--- config.mk ---
export PLATFORM = sky130hd
export DESIGN_NAME = swv_scratch_ctrl
export DESIGN_NICKNAME = d
export VERILOG_FILES = /design/src/swv_pkg.sv /design/src/swv_wr_if.sv /design/src/swv_fifo.sv /design/src/swv_scratch_ctrl.sv
export VERILOG_INCLUDE_DIRS = /design/src
export SDC_FILE = /design/constraint.sdc
export NUM_CORES = 1
export LEC_CHECK = 0
export BUFFER_PORTS_ARGS = -buffer_cell sky130_fd_sc_hd__buf_4
export CAP_MARGIN = 10
export CORE_MARGIN = 5
export CORE_UTILIZATION = 49
export CTS_CLUSTER_DIAMETER = 60
export DETAILED_ROUTE_END_ITERATION = 10
export PLACE_DENSITY = 0.69
export SLEW_MARGIN = 20
export SYNTH_ARGS = -nofsm -noshare
export SYNTH_HDL_FRONTEND = slang
export SYNTH_SLANG_ARGS = --single-unit
--- constraint.sdc ---
create_clock -name clk -period 4.4 [get_ports clk]
set_input_delay 0.44 -clock clk [delete_from_list [all_inputs] [get_ports clk]]
set_output_delay 0.44 -clock clk [all_outputs]
set_load 0.02 [all_outputs]
--- src/swv_defs.svh ---
// Purpose: Shared constants of the scratchpad write/verify/copy logic.
// Assumes: Included by its bare name; definitions only.
// Notes:   Command codes, protection codes, address limits, reset values.
`ifndef SWV_DEFS_SVH
`define SWV_DEFS_SVH
`define SWV_CMD_WRITE_SP  8'h0F
`define SWV_CMD_READ_SP   8'hAA
`define SWV_CMD_COPY_SP   8'h55
`define SWV_CMD_READ_MEM  8'hF0
`define SWV_CMD_EXT_READ  8'hA5
`define SWV_PROT_WP       8'h55
`define SWV_PROT_EPROM    8'hAA
`define SWV_ADDR_LAST     16'h0A3F
`define SWV_REG_PAGE      16'h0A00
`define SWV_RO_PAGE       16'h0A20
`define SWV_CRC_POLY      16'hA001
`define SWV_OFF_LAST      5'h1F
`define SWV_PF_RST        1'b1
`define SWV_TA_RST        8'h00
`define SWV_E_RST         5'h00
`define SWV_ALT_BYTE      8'hAA
`define SWV_IDLE_BYTE     8'hFF
`define SWV_FIFO_DEPTH    8
`endif

--- src/swv_pkg.sv ---
// Purpose: Types and the CRC16 bit step of the scratchpad command logic.
// Assumes: swv_defs.svh holds the numeric constants.
// Notes:   The CRC is kept in reflected form, bits enter LSB first.
`include "swv_defs.svh"
package swv_pkg;
	typedef logic [7:0] swv_byte_t;
	typedef logic [15:0] swv_addr_t;
	typedef enum logic [3:0] {
		ST_IDLE, ST_CMD, ST_WS_ADDR, ST_WS_DATA, ST_RS_HDR, ST_RS_DATA,
		ST_TX_CRC, ST_ONES, ST_CP_AUTH, ST_CP_PUSH, ST_CP_WAIT, ST_CP_ALT,
		ST_MR_ADDR
	} swv_state_e;

	function automatic logic [15:0] swv_crc_step(logic [15:0] crc,
		logic din);
		logic fb;
		fb = crc[0] ^ din;
		swv_crc_step = fb ? ((crc >> 1) ^ `SWV_CRC_POLY) : (crc >> 1);
	endfunction
endpackage

--- src/swv_wr_if.sv ---
// Purpose: Valid/ready word carrier between the command logic and FIFO.
// Assumes: Source and sink share one clock.
// Notes:   A word moves in a cycle where valid and ready are both high.
interface swv_wr_if #(parameter int WIDTH = 24);
	logic [WIDTH-1:0] data;
	logic             valid;
	logic             ready;
	modport src (output data, output valid, input ready);
	modport snk (input data, input valid, output ready);
endinterface

--- src/swv_fifo.sv ---
// Purpose: Small synchronous FIFO holding programming words.
// Assumes: DEPTH is a power of two.
// Notes:   Ready drops when full, so the copy engine stalls honestly.
`include "swv_defs.svh"
module swv_fifo #(
	parameter int WIDTH = 24,
	parameter int DEPTH = `SWV_FIFO_DEPTH
) (
	// Clock and reset
	input  logic             clk,
	input  logic             rst,
	// Filling side
	swv_wr_if.snk            in_port,
	// Draining side
	output logic             out_valid,
	input  logic             out_ready,
	output logic [WIDTH-1:0] out_data
);
	import swv_pkg::*;

	localparam int AW = $clog2(DEPTH);

	logic [WIDTH-1:0] mem_q [DEPTH];
	logic [AW:0]      wr_ptr_q;
	logic [AW:0]      rd_ptr_q;
	logic             full;
	logic             empty;

	assign empty = (wr_ptr_q == rd_ptr_q);
	assign full  = (wr_ptr_q[AW] != rd_ptr_q[AW]) &&
		(wr_ptr_q[AW-1:0] == rd_ptr_q[AW-1:0]);
	assign in_port.ready = !full;
	assign out_valid     = !empty;
	assign out_data      = mem_q[rd_ptr_q[AW-1:0]];

	always_ff @(posedge clk)
	begin
		if (in_port.valid && !full)
		begin
			mem_q[wr_ptr_q[AW-1:0]] <= in_port.data;
		end
	end

	always_ff @(posedge clk or posedge rst)
	begin
		if (rst)
		begin
			wr_ptr_q <= '0;
		end
		else if (in_port.valid && !full)
		begin
			wr_ptr_q <= wr_ptr_q + 1'b1;
		end
	end

	always_ff @(posedge clk or posedge rst)
	begin
		if (rst)
		begin
			rd_ptr_q <= '0;
		end
		else if (out_ready && !empty)
		begin
			rd_ptr_q <= rd_ptr_q + 1'b1;
		end
	end
endmodule

--- src/swv_scratch_ctrl.sv ---
// Purpose: Memory-function command logic for scratchpad write, read, copy.
// Assumes: A bit-slot layer on the same clock delivers slot pulses.
// Notes:   The scratchpad lives here; EEPROM cells sit outside.
//
// Summary of operation
// RL1: Ending offset loads T[4:0], then counts bytes.
// RL2: Partial flag set on broken bytes or power loss.
// RL3: Status bit 6 always reads zero.
// RL4: Auth flag set by copy, cleared by writes.
// RL5: Write command takes address then data at T[4:0].
// RL6: Trailing incomplete byte dropped, partial flag set.
// RL7: Short address sets partial; full address clears flags.
// RL8: CRC16 over command, address and data bytes.
// RL9: At offset 31, read slots return inverted CRC.
// RL10: Write-protected target loads existing memory bytes.
// RL11: EPROM target loads data AND memory byte.
// RL12: Addresses above 0A3Fh lose top four bits.
// RL13: Read returns address, status, then scratchpad data.
// RL14: Read ends with inverted CRC of sent bytes.
// RL15: Read slots after read CRC return ones.
// RL16: Copy pattern must match address and status exactly.
// RL17: Copy needs match, valid address, clear flags, unlocked.
// RL18: Copy moves start through ending offset to memory.
// RL19: Master keeps bus idle during programming.
// RL20: After copy, read slots alternate zero and one.
// RL21: Memory read between write and copy sets bad-sequence.
// RL22: Master verifies by read when CRC missed.
// RL23: Protection byte 55h protects, AAh selects EPROM.
// RL24: Lock byte copy-protects write-protected blocks only.
// RL25: Reset pulse aborts command, returns to idle.
`include "swv_defs.svh"
module swv_scratch_ctrl (
	// Clock and reset
	input  logic                     clk,
	input  logic                     rst,
	// Bit-slot layer
	input  logic                     slot_reset,
	input  logic                     func_start,
	input  logic                     wr_slot,
	input  logic                     wr_bit,
	input  logic                     rd_slot,
	output logic                     rd_bit,
	// Protection bytes of the register page
	input  swv_pkg::swv_byte_t [9:0] block_prot,
	input  swv_pkg::swv_byte_t       block_lock,
	input  swv_pkg::swv_byte_t       page_lock,
	// EEPROM read port, data one cycle after address
	output swv_pkg::swv_addr_t       mem_rd_addr,
	input  swv_pkg::swv_byte_t       mem_rd_data,
	// EEPROM programming port
	output logic                     prog_valid,
	input  logic                     prog_ready,
	output swv_pkg::swv_addr_t       prog_addr,
	output swv_pkg::swv_byte_t       prog_data,
	input  logic                     prog_busy,
	// Address registers
	output swv_pkg::swv_byte_t       target_addr_low,
	output swv_pkg::swv_byte_t       target_addr_high,
	output swv_pkg::swv_byte_t       ending_offset_status
);
	import swv_pkg::*;

	swv_state_e state_q;
	swv_state_e st_d;
	swv_byte_t  sp_q [32];
	swv_byte_t  rx_q;
	logic [2:0] rx_cnt_q;
	swv_byte_t  tx_byte_q;
	swv_byte_t  tx_next;
	logic [2:0] tx_cnt_q;
	logic [1:0] idx_q;
	logic [1:0] idx_d;
	logic [4:0] off_q;
	logic [4:0] off_d;
	logic [15:0] crc_q;
	logic [15:0] crc_d;
	swv_byte_t  ta_lo_q;
	swv_byte_t  ta_hi_q;
	logic [4:0] e_q;
	logic       pf_q;
	logic       aa_q;
	logic       bs_q;
	logic       first_q;
	logic       settle_q;
	swv_addr_t  mem_rd_addr_q;

	logic       byte_done;
	logic       tx_done;
	logic       adv;
	swv_byte_t  rx_byte;
	swv_addr_t  ta;
	swv_byte_t  es;
	logic [4:0] wr_off;
	swv_byte_t  prot;
	logic       in_data;
	logic       wp;
	logic       eprom;
	logic       copy_prot;
	logic       cp_ok;
	swv_byte_t  auth_exp;
	swv_byte_t  sp_wdata;
	swv_byte_t  hi_masked;
	logic       push;
	logic       fifo_valid;
	logic [23:0] fifo_data;

	swv_wr_if #(.WIDTH(24)) push_if ();

	////////////////////////////////////////////////////////////////////////
	assign byte_done = wr_slot && (rx_cnt_q == 3'd7);
	assign tx_done   = rd_slot && (tx_cnt_q == 3'd7);
	assign rx_byte   = {wr_bit, rx_q[7:1]};
	assign ta        = {ta_hi_q, ta_lo_q};
	assign es        = {aa_q, 1'b0, pf_q, e_q}; // RL3
	assign wr_off    = first_q ? e_q : e_q + 5'd1;
	assign auth_exp  = (idx_q == 2'd0) ? ta_lo_q :
		(idx_q == 2'd1) ? ta_hi_q : es;

	// Protection is decoded from the target address held in the registers.
	assign in_data   = (ta < `SWV_REG_PAGE);
	assign prot      = in_data ? block_prot[ta[11:8]] : 8'h00;
	assign wp        = in_data ? (prot == `SWV_PROT_WP) : // RL23
		((ta >= `SWV_RO_PAGE) || (page_lock == `SWV_PROT_WP) ||
		(page_lock == `SWV_PROT_EPROM));
	assign eprom     = in_data && (prot == `SWV_PROT_EPROM); // RL23
	assign copy_prot = in_data ? ((prot == `SWV_PROT_WP) && // RL24
		((block_lock == `SWV_PROT_WP) ||
		(block_lock == `SWV_PROT_EPROM))) :
		((ta >= `SWV_RO_PAGE) || (page_lock == `SWV_PROT_WP) ||
		(page_lock == `SWV_PROT_EPROM));
	assign cp_ok     = (ta <= `SWV_ADDR_LAST) && !pf_q && !bs_q && // RL17
		!copy_prot;

	assign sp_wdata  = wp ? mem_rd_data : // RL10
		eprom ? (rx_byte & mem_rd_data) : rx_byte; // RL11
	assign hi_masked = ({rx_byte, ta_lo_q} > `SWV_ADDR_LAST) ? // RL12
		{4'h0, rx_byte[3:0]} : rx_byte;

	assign push      = (state_q == ST_CP_PUSH) && push_if.ready;
	assign push_if.valid = (state_q == ST_CP_PUSH);
	assign push_if.data  = {ta[15:5], off_q, sp_q[off_q]}; // RL18

	////////////////////////////////////////////////////////////////////////
	always_comb
	begin
		st_d = state_q;
		unique case (state_q)
			ST_IDLE:
				if (func_start)
					st_d = ST_CMD;
			ST_CMD:
				if (byte_done)
				begin
					unique case (rx_byte)
						`SWV_CMD_WRITE_SP: st_d = ST_WS_ADDR; // RL5
						`SWV_CMD_READ_SP:  st_d = ST_RS_HDR; // RL13
						`SWV_CMD_COPY_SP:  st_d = ST_CP_AUTH; // RL16
						`SWV_CMD_READ_MEM: st_d = ST_MR_ADDR;
						`SWV_CMD_EXT_READ: st_d = ST_MR_ADDR;
						default:           st_d = ST_ONES;
					endcase
				end
			ST_WS_ADDR:
				if (byte_done && idx_q == 2'd1)
					st_d = ST_WS_DATA;
			ST_WS_DATA:
				if (byte_done && wr_off == `SWV_OFF_LAST)
					st_d = ST_TX_CRC; // RL9
			ST_RS_HDR:
				if (tx_done && idx_q == 2'd2)
					st_d = ST_RS_DATA;
			ST_RS_DATA:
				if (tx_done && off_q == `SWV_OFF_LAST)
					st_d = ST_TX_CRC; // RL14
			ST_TX_CRC:
				if (tx_done && idx_q == 2'd1)
					st_d = ST_ONES; // RL15
			ST_ONES:
				st_d = ST_ONES;
			ST_CP_AUTH:
				if (byte_done)
				begin
					if (rx_byte != auth_exp)
						st_d = ST_ONES; // RL16
					else if (idx_q == 2'd2)
						st_d = cp_ok ? ST_CP_PUSH : ST_ONES; // RL17
				end
			ST_CP_PUSH:
				if (push && off_q == e_q)
					st_d = ST_CP_WAIT;
			ST_CP_WAIT:
				// The bus is left alone while cells program.
				if (settle_q && !fifo_valid && !prog_busy)
					st_d = ST_CP_ALT; // RL19
			ST_CP_ALT:
				st_d = ST_CP_ALT;
			ST_MR_ADDR:
				// Another block serves the read; this one stays quiet.
				if (byte_done && idx_q == 2'd1)
					st_d = ST_ONES;
		endcase
		if (slot_reset)
			st_d = ST_IDLE; // RL25
	end

	always_ff @(posedge clk or posedge rst)
	begin
		if (rst)
			state_q <= ST_IDLE;
		else
			state_q <= st_d;
	end

	////////////////////////////////////////////////////////////////////////
	// Byte index and scratchpad offset used by the sequencers.
	always_comb
	begin
		adv = 1'b0;
		if (state_q inside {ST_WS_ADDR, ST_CP_AUTH, ST_MR_ADDR})
			adv = byte_done;
		else if (state_q inside {ST_RS_HDR, ST_TX_CRC})
			adv = tx_done;
		idx_d = (st_d != state_q) ? 2'd0 : (adv ? idx_q + 2'd1 : idx_q);
		off_d = off_q;
		if (st_d != state_q)
			off_d = ta_lo_q[4:0];
		else if ((state_q == ST_RS_DATA && tx_done) || push)
			off_d = off_q + 5'd1;
	end

	always_ff @(posedge clk or posedge rst)
	begin
		if (rst)
		begin
			idx_q <= 2'd0;
			off_q <= `SWV_E_RST;
		end
		else
		begin
			idx_q <= idx_d;
			off_q <= off_d;
		end
	end

	////////////////////////////////////////////////////////////////////////
	// Receive shifter, LSB first; a reset pulse drops any partial byte.
	always_ff @(posedge clk or posedge rst)
	begin
		if (rst)
		begin
			rx_q     <= 8'h00;
			rx_cnt_q <= 3'd0;
		end
		else if (slot_reset || st_d != state_q)
		begin
			rx_q     <= 8'h00;
			rx_cnt_q <= 3'd0;
		end
		else if (wr_slot)
		begin
			rx_q     <= rx_byte;
			rx_cnt_q <= rx_cnt_q + 3'd1;
		end
	end

	////////////////////////////////////////////////////////////////////////
	always_comb
	begin
		crc_d = crc_q;
		if (state_q == ST_IDLE)
			crc_d = 16'h0000; // RL8
		else if (wr_slot &&
			state_q inside {ST_CMD, ST_WS_ADDR, ST_WS_DATA})
			crc_d = swv_crc_step(crc_q, wr_bit); // RL8
		else if (rd_slot && state_q inside {ST_RS_HDR, ST_RS_DATA})
			crc_d = swv_crc_step(crc_q, tx_byte_q[0]); // RL14
		if (state_q == ST_CMD && st_d == ST_RS_HDR)
			crc_d = 16'h0000;
	end

	always_ff @(posedge clk or posedge rst)
	begin
		if (rst)
			crc_q <= 16'h0000;
		else
			crc_q <= crc_d;
	end

	////////////////////////////////////////////////////////////////////////
	// The byte to present is chosen by the next state and index.
	always_comb
	begin
		unique case (st_d)
			ST_RS_HDR:
				tx_next = (idx_d == 2'd0) ? ta_lo_q : // RL13
					(idx_d == 2'd1) ? ta_hi_q : es;
			ST_RS_DATA:
				tx_next = sp_q[off_d]; // RL13
			ST_TX_CRC:
				tx_next = (idx_d == 2'd0) ? ~crc_d[7:0] : // RL9
					~crc_d[15:8]; // RL14
			ST_CP_ALT:
				tx_next = `SWV_ALT_BYTE; // RL20
			default:
				tx_next = `SWV_IDLE_BYTE; // RL15
		endcase
	end

	always_ff @(posedge clk or posedge rst)
	begin
		if (rst)
		begin
			tx_byte_q <= `SWV_IDLE_BYTE;
			tx_cnt_q  <= 3'd0;
		end
		else if (st_d != state_q || tx_done)
		begin
			tx_byte_q <= tx_next;
			tx_cnt_q  <= 3'd0;
		end
		else if (rd_slot)
		begin
			tx_byte_q <= {1'b1, tx_byte_q[7:1]};
			tx_cnt_q  <= tx_cnt_q + 3'd1;
		end
	end

	////////////////////////////////////////////////////////////////////////
	// Scratchpad storage takes whole bytes only.
	always_ff @(posedge clk)
	begin
		if (state_q == ST_WS_DATA && byte_done)
			sp_q[wr_off] <= sp_wdata; // RL6
	end

	always_ff @(posedge clk or posedge rst)
	begin
		if (rst)
			mem_rd_addr_q <= 16'h0000;
		else
			mem_rd_addr_q <= {ta[15:5], wr_off};
	end

	////////////////////////////////////////////////////////////////////////
	// Address registers and status flags. The partial flag starts set since
	// the scratchpad holds nothing valid after power comes up.
	always_ff @(posedge clk or posedge rst)
	begin
		if (rst)
		begin
			ta_lo_q <= `SWV_TA_RST;
			ta_hi_q <= `SWV_TA_RST;
			e_q     <= `SWV_E_RST;
			pf_q    <= `SWV_PF_RST; // RL2
			aa_q    <= 1'b0;
			bs_q    <= 1'b0;
			first_q <= 1'b1;
		end
		else if (slot_reset)
		begin
			if (state_q == ST_WS_ADDR)
				pf_q <= 1'b1; // RL7
			else if (state_q == ST_WS_DATA && rx_cnt_q != 3'd0)
				pf_q <= 1'b1; // RL6
		end
		else
		begin
			if (state_q == ST_CMD && byte_done &&
				(rx_byte == `SWV_CMD_READ_MEM ||
				rx_byte == `SWV_CMD_EXT_READ))
				bs_q <= 1'b1; // RL21
			if (state_q inside {ST_WS_ADDR, ST_MR_ADDR} && byte_done)
			begin
				if (idx_q == 2'd0)
					ta_lo_q <= rx_byte; // RL5
				else
					ta_hi_q <= hi_masked; // RL12
			end
			if (state_q == ST_WS_ADDR && byte_done && idx_q == 2'd1)
			begin
				pf_q    <= 1'b0; // RL7
				bs_q    <= 1'b0; // RL7
				e_q     <= ta_lo_q[4:0]; // RL1
				first_q <= 1'b1;
			end
			if (state_q == ST_WS_DATA && byte_done)
			begin
				e_q     <= wr_off; // RL1
				first_q <= 1'b0;
				aa_q    <= 1'b0; // RL4
			end
			if (state_q == ST_CP_AUTH && st_d == ST_CP_PUSH)
				aa_q <= 1'b1; // RL4
		end
	end

	always_ff @(posedge clk or posedge rst)
	begin
		if (rst)
			settle_q <= 1'b0;
		else
			settle_q <= (state_q == ST_CP_WAIT) && !fifo_valid;
	end

	////////////////////////////////////////////////////////////////////////
	// Programming words queue here so a slow cell array stalls the copy.
	swv_fifo #(
		.WIDTH (24),
		.DEPTH (`SWV_FIFO_DEPTH)
	) u_fifo (
		.clk       (clk),
		.rst       (rst),
		.in_port   (push_if),
		.out_valid (fifo_valid),
		.out_ready (prog_ready),
		.out_data  (fifo_data)
	);

	assign prog_valid           = fifo_valid;
	assign prog_addr            = fifo_data[23:8];
	assign prog_data            = fifo_data[7:0];
	assign rd_bit               = tx_byte_q[0];
	assign mem_rd_addr          = mem_rd_addr_q;
	assign target_addr_low      = ta_lo_q;
	assign target_addr_high     = ta_hi_q;
	assign ending_offset_status = es;
endmodule

==> impl_metrics.json, run 1 <==
{
  "cts_tree": "yes",
  "finalHoldViolCount": 0,
  "clk_pin_slew_ns": 0.06,
  "place_congestion": 0.972,
  "crit_arrival_ns": 4.92,
  "yosysSeqAreaShare": 0.601,
  "rsz0062_at_grt": "yes",
  "maxClockFrequency_ghz": 0.228,
  "min_period_ns": 4.39,
  "cap_violations": 0,
  "synth_cells": 1923,
  "multi_input_area_sq_mm": 0.00998,
  "drive_gt1_frac": 0.320,
  "place_ws_ns": -0.297,
  "dp_hpwl_um": 55700,
  "p_sw_mw": 4.07,
  "timing.hold.ws_ns": 0.139,
  "setup_viol": 0,
  "power.share.sequential": 0.412,
  "reg2reg_to": "tx_byte_q[0]",
  "dr.pass1.iters": 6,
  "post-route-worst-setup-slack_ns": 0.00749,
  "grt_pass1_vias": 18624,
  "nNetsFinal": 2329,
  "cts.sinks": 546,
  "vias": 18587,
  "port_buffers": 177,
  "ant_nets": 0,
  "grt_max_degree": 75,
  "synth_area_leaders": "edfxtp_1 (51%), mux4_2 (11%), dfrtp_1 (8.3%), nand2_1 (3.9%), mux2i_1 (3.6%)",
  "synth_cell_types": 99,
  "async_flop_share": 0.179,
  "path_max_fanout": 10,
  "insertion_delay_ns": 0.63,
  "fin_crit_sh": 0.998,
  "ir_drop_mv": 0.373,
  "relSlewSlack": 0.222,
  "grt_pass1_wl_um": 121000,
  "cts.path.max_buffers": 3,
  "area_growth_pct": 20.0,
  "ys_dominant_reg_cell": "edfxtp_1",
  "track_usage": 0.270,
  "switching_share": 0.286,
  "antenna_found_initial": 4,
  "yosysWarnings": 0,
  "vias_per_cell": 6.30,
  "grt_overflow_total": 0,
  "critPathKind": "reg -> reg",
  "root_buffer": "clkbuf_16",
  "combPwrFrac": 0.235,
  "leakage_nw": 11.8,
  "power_per_cell_area_mw_per_mm2": 447,
  "rows": 85,
  "totalWireLength_um": 81200,
  "ys_seq_elements": 546,
  "mappedNetlistNets": 2049,
  "slew_viol_final": 0,
  "r2r_slack_ns": 0.007,
  "die-height_um": 243,
  "netlist_area_sq_mm": 0.0265,
  "crit_required_ns": 4.93,
  "end_kind": "flip-flop",
  "worstReg2RegStart": "target_addr_high[1]",
  "synth_top_area_frac": 0.508,
  "coreArea_sq_mm": 0.0537,
  "nFillCells": 4180,
  "r2r_cells": 13,
  "synth_edf_count": 448,
  "finalClockSkew_ns": 0.0268,
  "worstSetupEndpoint": "tx_byte_q[0]",
  "initial_core_util": 0.493,
  "die_x_um": 243,
  "startpoint_type": "flip-flop",
  "postLayoutCoreUtil": 0.592,
  "critPathLaunch": "target_addr_high[1]",
  "min_path_type": "in -> reg",
  "drcViolationCount": 0,
  "cts_made_buffers": 57,
  "die_area_sq_mm": 0.0588,
  "io_pins": 179,
  "yosysTopAreaCell": "edfxtp_1",
  "cts_max_level": 2,
  "p_int_mw": 10.1,
  "outcome": "completed",
  "syn_area_per_cell_sq_um": 13.8,
  "seqCellArea_sq_mm": 0.0159,
  "drtIter0Drc": 2291,
  "tightest_slew_ns": 1.17,
  "p_clk_frac": 0.353,
  "wl_per_cell_um": 27.5
}
registers in the layout (all words and copies together), names as in the netlist, 2 cells and up:
register          flops
rx_q                  7
rx_cnt_q              3
u_fifo.mem_q        192
tx_byte_q             8
mem_rd_addr          16
e_q                   5
target_addr_low       8
sp_q                256
crc_q                16
idx_q                 2
u_fifo.rd_ptr_q       4
tx_cnt_q              3
u_fifo.wr_ptr_q       4
off_q                 5
target_addr_high      8
state_q               4
worst min path at each step:
| stage | startpoint | to | slack [ns] | depth (start not counted) |
|---|---|---|---|---|
| global route | prog_ready | u_fifo.rd_ptr_q[2] | 0.14 | 3 |
| finish | slot_reset | pf_q | 0.14 | 3 |
| global placement | u_fifo.rd_ptr_q[3] | u_fifo.rd_ptr_q[3] | 0.48 | 1 |
| CTS | prog_ready | u_fifo.rd_ptr_q[2] | 0.11 | 3 |
| floorplan | u_fifo.wr_ptr_q[3] | u_fifo.wr_ptr_q[3] | 0.46 | 1 |
| detailed placement | u_fifo.rd_ptr_q[3] | u_fifo.rd_ptr_q[3] | 0.48 | 1 |
cells in the final DEF, fill, tap and decap left out, types with 9 or more instances in the layout:
| cell | instances |
|---|---|
| a31oi_1 | 14 |
| bufinv_16 | 9 |
| nand3_1 | 99 |
| o21ai_0 | 31 |
| a21oi_1 | 63 |
| dfrtp_1 | 83 |
| clkbuf_16 | 58 |
| nand2_1 | 274 |
| buf_4 | 338 |
| o22a_1 | 14 |
| mux2_2 | 49 |
| nand4_1 | 9 |
| dfstp_2 | 10 |
| nor2b_1 | 18 |
| a22oi_1 | 14 |
| nor2_1 | 104 |
| edfxtp_1 | 448 |
| inv_1 | 18 |
| o211ai_1 | 9 |
| buf_12 | 13 |
| ha_1 | 10 |
| clkinv_2 | 13 |
| clkinv_1 | 10 |
| xor2_1 | 10 |
| nor3_1 | 11 |
| o22ai_1 | 36 |
| nand2b_1 | 13 |
| mux2i_1 | 88 |
| and3_1 | 14 |
| xnor2_1 | 17 |
| mux4_2 | 131 |
| nor2_2 | 10 |
final cells by class:
| type | count | share of cell area |
|---|---|---|
| timing repair buffer | 361 | 0.0932 |
| sequential | 546 | 0.501 |
| tap | 696 | 0.0274 |
| multi-input combinational | 1211 | 0.314 |
| antenna | 1 | 0.0000787 |
| clock buffer | 65 | 0.0458 |
| inverter | 26 | 0.00346 |
| clock inverter | 43 | 0.0153 |
logic make-up (layout without fill, tap and decap cells):
| logic type | after synthesis | in the layout | share of synthesized area |
|---|---|---|---|
| simple gates | 628 | 628 | 0.115 |
| compound gates | 263 | 263 | 0.0679 |
| buf+inv | 166 | 495 | 0.0305 |
| mux | 277 | 277 | 0.170 |
| xor+xnor | 29 | 29 | 0.0106 |
| flops | 546 | 546 | 0.601 |
| other cells | 1 | 2 | 0.000142 |
| fa+ha+maj | 13 | 13 | 0.00614 |
routing by layer:
layer	track usage	part of all wire	vias to the layer above	routed length (um)
met5	0	0.00049	-	40
met2	0.422	0.47	1008	38000
met3	0.0512	0.090	189	7330
met4	0.0958	0.039	6	3160
li1	-	-	8001	-
met1	0.384	0.40	9383	32700
timing repair:
action / in CTS / in global routing
pin swaps: 1 / 14
cloned: 1 / 1
hold buffers: 1 / 0
resized for setup: 8 / 40
endpoints found under the setup margin: 8 / 8
setup buffers: 1 / 15
endpoints found under the hold margin: 41 / 0
power by group through the flow:
stage	Clock, mW	Sequential (mW)	Combinational, mW
after floorplan	0	5.88	2.13
after global placement	0	5.95	3.11
after detailed placement	0	5.95	3.16
after CTS	5.08	5.85	3.20
after global routing	5.29	5.86	3.57
final	5.02	5.85	3.34
critical path: stages (launching register included):
cell and delay [ns]:
dfrtp_2 0.57, mux2i_1 0.33, o22ai_1 0.12, a211oi_1 0.43, nand3_1 0.16, or4_1 0.57
nor3b_1 0.19, o21ai_2 0.24, and4b_2 0.36, nand2_1 0.21, nor3_1 0.56, a221oi_2 0.15
buf_4 0.17, a32oi_1 0.22
stage by stage:
step	cells	setup TNS [ns]	power (mW)	cell area [sq um]
2_1_floorplan	1923	0	8.00	26500
3_3_place_gp	2820	-0.521	9.06	29400
3_5_place_dp	2820	-1.08	9.11	29400
4_1_cts	2931	0	14.1	31500
5_1_grt	2948	-0.173	14.7	31800
6_report	2949	0	14.2	31800
synth_stat cells (5+ instances only):
master      n
buf_4      24
a211o_1     5
o22a_1     14
o211ai_1    9
mux2_2     50
nor3_1     13
a22oi_1    14
dfrtp_1    88
nor4_1      9
buf_2      50
nor2b_1    19
o21ai_0    32
inv_1      21
nand2_1   274
mux2i_1    94
ha_1       13
clkbuf_1   44
nand4_1     9
a21oi_1    63
nand2b_1   14
xor2_1     10
a211oi_1    7
nand3_1    99
nor4bb_1    7
nor2_1    110
a32oi_1     7
dfstp_2    10
a311oi_1    5
mux4_2    131
xnor2_1    17
o22ai_1    36
buf_1      19
or3_1       6
edfxtp_1  448
a31oi_1    14
and3_1     14
Power figures use the tool's default switching activity.
==> run 2: changes to the inputs <==
MAX_ROUTING_LAYER = met4   (was not set)
SETUP_SLACK_MARGIN = 0.4   (was not set)
==> impl_metrics.json, run 2 (synthesis results as in run 1) <==
{
  "outcome": "completed",
  "timing.hold.ws_ns": 0.129,
  "crit_arrival_ns": 4.67,
  "coreArea_sq_mm": 0.0537,
  "ant_nets": 0,
  "finalClockSkew_ns": 0.0408,
  "die_area_sq_mm": 0.0588,
  "grt_pass1_vias": 18729,
  "p_sw_mw": 4.13,
  "p_clk_frac": 0.343,
  "fin_crit_sh": 0.934,
  "dp.cells": 2841,
  "startpoint_type": "flip-flop",
  "rsz0062_at_grt": "yes",
  "min_period_ns": 4.11,
  "place_congestion": 1.01,
  "cap_violations": 0,
  "root_buffer": "clkbuf_16",
  "path_max_fanout": 15,
  "area_growth_pct": 22.1,
  "grt_overflow_total": 0,
  "post_layout_nonfiller_instances": 2989,
  "min_path_type": "in -> reg",
  "power.share.sequential": 0.417,
  "insertion_delay_ns": 0.65,
  "cts_max_level": 2,
  "grt_pass1_wl_um": 123000,
  "top_register": "sp_q",
  "track_usage": 0.286,
  "finalPower_mw": 14.0,
  "drtIter0Drc": 2378,
  "relSlewSlack": 0.230,
  "power_per_cell_area_mw_per_mm2": 434,
  "setup_viol": 0,
  "dr.pass1.iters": 6,
  "p_int_mw": 9.91,
  "drive_gt1_frac": 0.348,
  "tns_ns": 0,
  "final_common_cell": "edfxtp_1",
  "ir_drop_mv": 0.354,
  "grt_max_degree": 75,
  "vias_per_cell": 6.27,
  "finalHoldViolCount": 0,
  "wl_per_cell_um": 27.9,
  "switching_share": 0.294,
  "totalWireLength_um": 83400,
  "die_x_um": 243,
  "io_pins": 179,
  "end_kind": "flip-flop",
  "leakage_nw": 11.9,
  "dp_hpwl_um": 57400,
  "slew_viol_final": 0,
  "drcViolationCount": 0,
  "combPwrFrac": 0.241,
  "cts.path.max_buffers": 3,
  "maxClockFrequency_ghz": 0.243,
  "nNetsFinal": 2370,
  "mostFrequentLayoutCells": "edfxtp_1 (448), buf_4 (367), nand2_1 (267)",
  "rows": 85,
  "cts_made_buffers": 59,
  "tightest_slew_ns": 1.16,
  "vias": 18729,
  "initial_core_util": 0.493,
  "largest_reg_flops": 256,
  "clk_pin_slew_ns": 0.06,
  "cts_tree": "yes",
  "critPathKind": "reg -> reg",
  "cts.sinks": 546,
  "port_buffers": 177,
  "die-height_um": 243,
  "crit_required_ns": 4.96,
  "antenna_found_initial": 2
}
[run 2: cell types whose count changed in the layout (fill, tap and decap cells not counted), moves of 5 or more]
| cell | previous run | this run |
|---|---|---|
| a211oi_1 | 7 | 2 |
| a211oi_2 | 0 | 5 |
| a21oi_2 | 0 | 5 |
| buf_4 | 338 | 367 |
| bufinv_16 | 9 | 3 |
| clkbuf_1 | 8 | 13 |
| clkinvlp_4 | 1 | 6 |
| nand2_1 | 274 | 267 |
| nand2_2 | 2 | 7 |
[run 2: per-stage QoR]
step	worst slack (ns)	instance area, sq um	utilization
after floorplan	0.401	26500	-
after global placement	-0.0380	29600	0.550
after detailed placement	-0.0606	29600	0.550
after CTS	0.288	32200	0.600
after global routing	0.130	32300	0.602
final	0.291	32300	0.602
[run 2: cell type report]
class | count | area, sq um
diodes | 1 | 2.50
clock buffers | 74 | 1550
clock inverters | 35 | 347
fillers | 4125 | 21400
inverters | 26 | 135
multi-input cells | 1211 | 10200
flip-flops and latches | 546 | 15900
well taps | 696 | 871
repair buffers | 397 | 3290
repair inverters | 3 | 26.3
[run 2: worst max-delay path, cell delays in order, from the launching register on]
cell       delay (ns)
dfrtp_1          0.57
or4b_1           0.61
nor2_2           0.18
o211ai_1         0.18
nand3_1          0.16
nor2_1           0.06
and4b_2          0.36
o21a_2           0.21
mux2i_4          0.33
bufinv_16        0.24
buf_16           0.15
mux2i_2          0.16
a32oi_2          0.22
nand4_1          0.15
a31o_2           0.27
a32oi_1          0.20
[run 2: power groups by stage]
stage | clock network [mW] | logic [mW] | registers (mW)
6_report | 4.81 | 3.38 | 5.85
5_1_grt | 5.10 | 3.59 | 5.86
4_1_cts | 4.88 | 3.34 | 5.84
3_5_place_dp | 0 | 3.18 | 5.95
3_3_place_gp | 0 | 3.15 | 5.95
2_1_floorplan | 0 | 2.13 | 5.88
[run 2: path summary, 6_finish.rpt]
path | from | endpoint | slack (ns) | depth (start not counted)
max reg2reg | state_q[1] | tx_byte_q[1] | 0.29 | 15
max in group asynchronous | rst | tx_byte_q[4] | 2.80 | 4
min | prog_ready | u_fifo.rd_ptr_q[2] | 0.13 | 3
min in group asynchronous | rst | mem_rd_addr[7] | 0.55 | 3
min reg2reg | u_fifo.rd_ptr_q[3] | u_fifo.rd_ptr_q[3] | 0.51 | 1
max | state_q[1] | tx_byte_q[1] | 0.29 | 15
[run 2: layer usage]
metal | global-route usage | up-vias | wire length, um
li1 | - | 8077 | -
met1 | 0.394 | 9450 | 33600
met2 | 0.440 | 1019 | 39000
met3 | 0.0565 | 183 | 8010
met4 | 0.0838 | 0 | 2800
met5 | - | - | 0
[run 2: repair_timing]
action,in CTS,in global routing
cloned,6,0
gates resized for setup,92,21
hold buffers,1,0
endpoints found under the setup margin,8,8
hold endpoints to repair,6,0
pin swaps,25,15
buffers inserted,26,5
==> run 3: changes to the inputs <==
--- a/constraint.sdc
+++ b/constraint.sdc
@@ -3,2 +3,2 @@
 set_output_delay 0.44 -clock clk [all_outputs]
-set_load 0.02 [all_outputs]
+set_load 0.05 [all_outputs]
==> impl_metrics.json, run 3 (synthesis results as in run 1) <==
{
  "leakage_nw": 12.0,
  "max_stage_delay_ns": 0.42,
  "r2r_slack_ns": 0.26,
  "postLayoutCoreUtil": 0.601,
  "crit_arrival_ns": 4.72,
  "timing.hold.ws_ns": 0.111,
  "coreArea_sq_mm": 0.0537,
  "power.share.sequential": 0.398,
  "slew_viol_final": 0,
  "switching_share": 0.306,
  "wl_per_cell_um": 27.8,
  "die-height_um": 243,
  "crit_required_ns": 4.98,
  "fin_crit_sh": 0.941,
  "worstPathCellList": "inv_2 > ha_4 > buf_4 > mux2i_1 > a211o_1 > nand4b_1 > nor4_4 > nor3_4 > nor3b_4 > buf_4 > o211a_1 > a21oi_4 > buf_12 > buf_12 > nand2_1 > and3_1 > a211oi_2 > buf_4 > o31a_1 > o32a_1",
  "dr.pass1.iters": 7,
  "r2r_cells": 20,
  "reg2reg_to": "tx_byte_q[3]",
  "maxClockFrequency_ghz": 0.242,
  "worst-path-stages": 20,
  "p_sw_mw": 4.49,
  "grt_pass1_vias": 18324,
  "worstReg2RegStart": "idx_q[1]",
  "dp_hpwl_um": 57600,
  "critPathTopFamily": "simple AND/OR/NAND/NOR gates",
  "cap_violations": 0,
  "drcViolationCount": 0,
  "rows": 85,
  "path_max_fanout": 17,
  "drive_gt1_frac": 0.344,
  "vias": 18619,
  "p_clk_frac": 0.352,
  "combPwrFrac": 0.249,
  "rsz0062_at_grt": "yes",
  "ir_drop_mv": 0.355,
  "vias_per_cell": 6.24,
  "finalHoldViolCount": 0,
  "worst-path-buf-inv": 6,
  "top_register": "sp_q",
  "grt_overflow_total": 0,
  "clk_pin_slew_ns": 0.07,
  "tns_ns": 0,
  "track_usage": 0.282,
  "nNetsFinal": 2365,
  "outcome": "completed",
  "tightest_slew_ns": 1.14,
  "grt_max_degree": 75,
  "critPathKind": "reg -> reg",
  "end_kind": "flip-flop",
  "cts.sinks": 546,
  "cpMaxStageDelayCell": "nor4_4",
  "final_common_cell": "edfxtp_1",
  "multi_input_area_sq_mm": 0.0101,
  "die_x_um": 243,
  "dp.cells": 2842,
  "startpoint_type": "flip-flop",
  "largest_reg_flops": 256,
  "totalWireLength_um": 82900,
  "insertion_delay_ns": 0.66,
  "min_period_ns": 4.14,
  "finalClockSkew_ns": 0.0524,
  "cp_common_cell": "buf_4",
  "place_congestion": 1.01,
  "grt_pass1_wl_um": 121000,
  "setup_viol": 0,
  "drtIter0Drc": 2364,
  "cts_tree": "yes",
  "nFillCells": 4103,
  "cts.path.max_buffers": 3,
  "root_buffer": "clkbuf_16",
  "initial_core_util": 0.493,
  "ant_nets": 0,
  "antenna_found_initial": 2,
  "post_layout_nonfiller_instances": 2986,
  "area_growth_pct": 21.9,
  "cts_max_level": 2,
  "min_path_type": "in -> reg",
  "cts_made_buffers": 59,
  "critPathLaunch": "idx_q[1]",
  "relSlewSlack": 0.238,
  "io_pins": 179,
  "port_buffers": 177,
  "mostFrequentLayoutCells": "edfxtp_1 (448), buf_4 (369), nand2_1 (266)",
  "seqCellArea_sq_mm": 0.0159,
  "worstSetupEndpoint": "tx_byte_q[3]",
  "p_int_mw": 10.2,
  "die_area_sq_mm": 0.0588,
  "power_per_cell_area_mw_per_mm2": 455
}
run 3: cell types whose count changed in the layout (fill, tap and decap cells not counted), moves of 3 or more:
| cell | delta |
|---|---|
| a211oi_1 | +4 |
| a211oi_2 | -4 |
| buf_12 | -3 |
| bufinv_16 | +6 |
| clkbuf_1 | -6 |
| clkinv_1 | +6 |
| clkinv_8 | -3 |
| clkinvlp_4 | -3 |
| nor2_2 | +3 |
run 3: final cells by class:
class                           instances  area share
Antenna cell                            1   0.0000775
Clock buffer                           66      0.0465
Clock inverter                         45      0.0169
Inverter                               26     0.00411
Multi-Input combinational cell       1211       0.314
Sequential cell                       546       0.493
Tap cell                              696      0.0270
Timing Repair Buffer                  393      0.0976
Timing Repair inverter                  2    0.000542
run 3: power groups by stage:
stage | Combinational [mW] | Clock (mW) | Sequential, mW
4_1_cts | 3.58 | 5.24 | 5.85
3_3_place_gp | 3.48 | 0 | 5.95
5_1_grt | 3.88 | 5.48 | 5.86
2_1_floorplan | 2.45 | 0 | 5.88
6_report | 3.66 | 5.17 | 5.85
3_5_place_dp | 3.51 | 0 | 5.95
run 3: per-stage QoR:
stage                     total power, mW  worst slack, ns  cell area [sq um]
after floorplan                      8.33            0.400              26500
after global placement               9.43          -0.0267              29600
after detailed placement             9.46           -0.103              29600
after CTS                            14.7            0.349              32000
after global routing                 15.2            0.150              32300
final                                14.7            0.260              32300
run 3: worst min path at each step:
stage                    endpoint  cells past startpoint                from  slack, ns
2_1_floorplan  u_fifo.wr_ptr_q[3]                      1  u_fifo.wr_ptr_q[3]       0.46
3_3_place_gp   u_fifo.rd_ptr_q[3]                      1  u_fifo.rd_ptr_q[3]       0.48
3_5_place_dp   u_fifo.rd_ptr_q[3]                      1  u_fifo.rd_ptr_q[3]       0.48
4_1_cts        u_fifo.rd_ptr_q[2]                      3          prog_ready       0.07
5_1_grt        u_fifo.rd_ptr_q[2]                      3          prog_ready       0.10
6_report       u_fifo.rd_ptr_q[2]                      3          prog_ready       0.11
run 3: routing by layer:
metal / GRT usage / vias up / part of all wire
met3: 0.0758 / 183 / 0.10
met5: - / - / 0
li1: - / 8068 / -
met4: 0.0809 / 0 / 0.033
met1: 0.389 / 9375 / 0.41
met2: 0.418 / 993 / 0.46
run 3: worst min-delay path: cells and delay by family:
kind,cells,cell delay [ns]
buffers and inverters,1,0.12
AND/OR/NAND/NOR,1,0.09
XOR/XNOR,1,0.07
run 3: what timing repair did:
| item | in CTS | in global routing |
|---|---|---|
| pin swaps | 13 | 27 |
| endpoints found under the setup margin | 8 | 8 |
| endpoints found under the hold margin | 7 | 0 |
| buffers inserted | 12 | 16 |
| gates cloned | 2 | 1 |
| resized for setup | 50 | 47 |
| hold buffers | 1 | 0 |
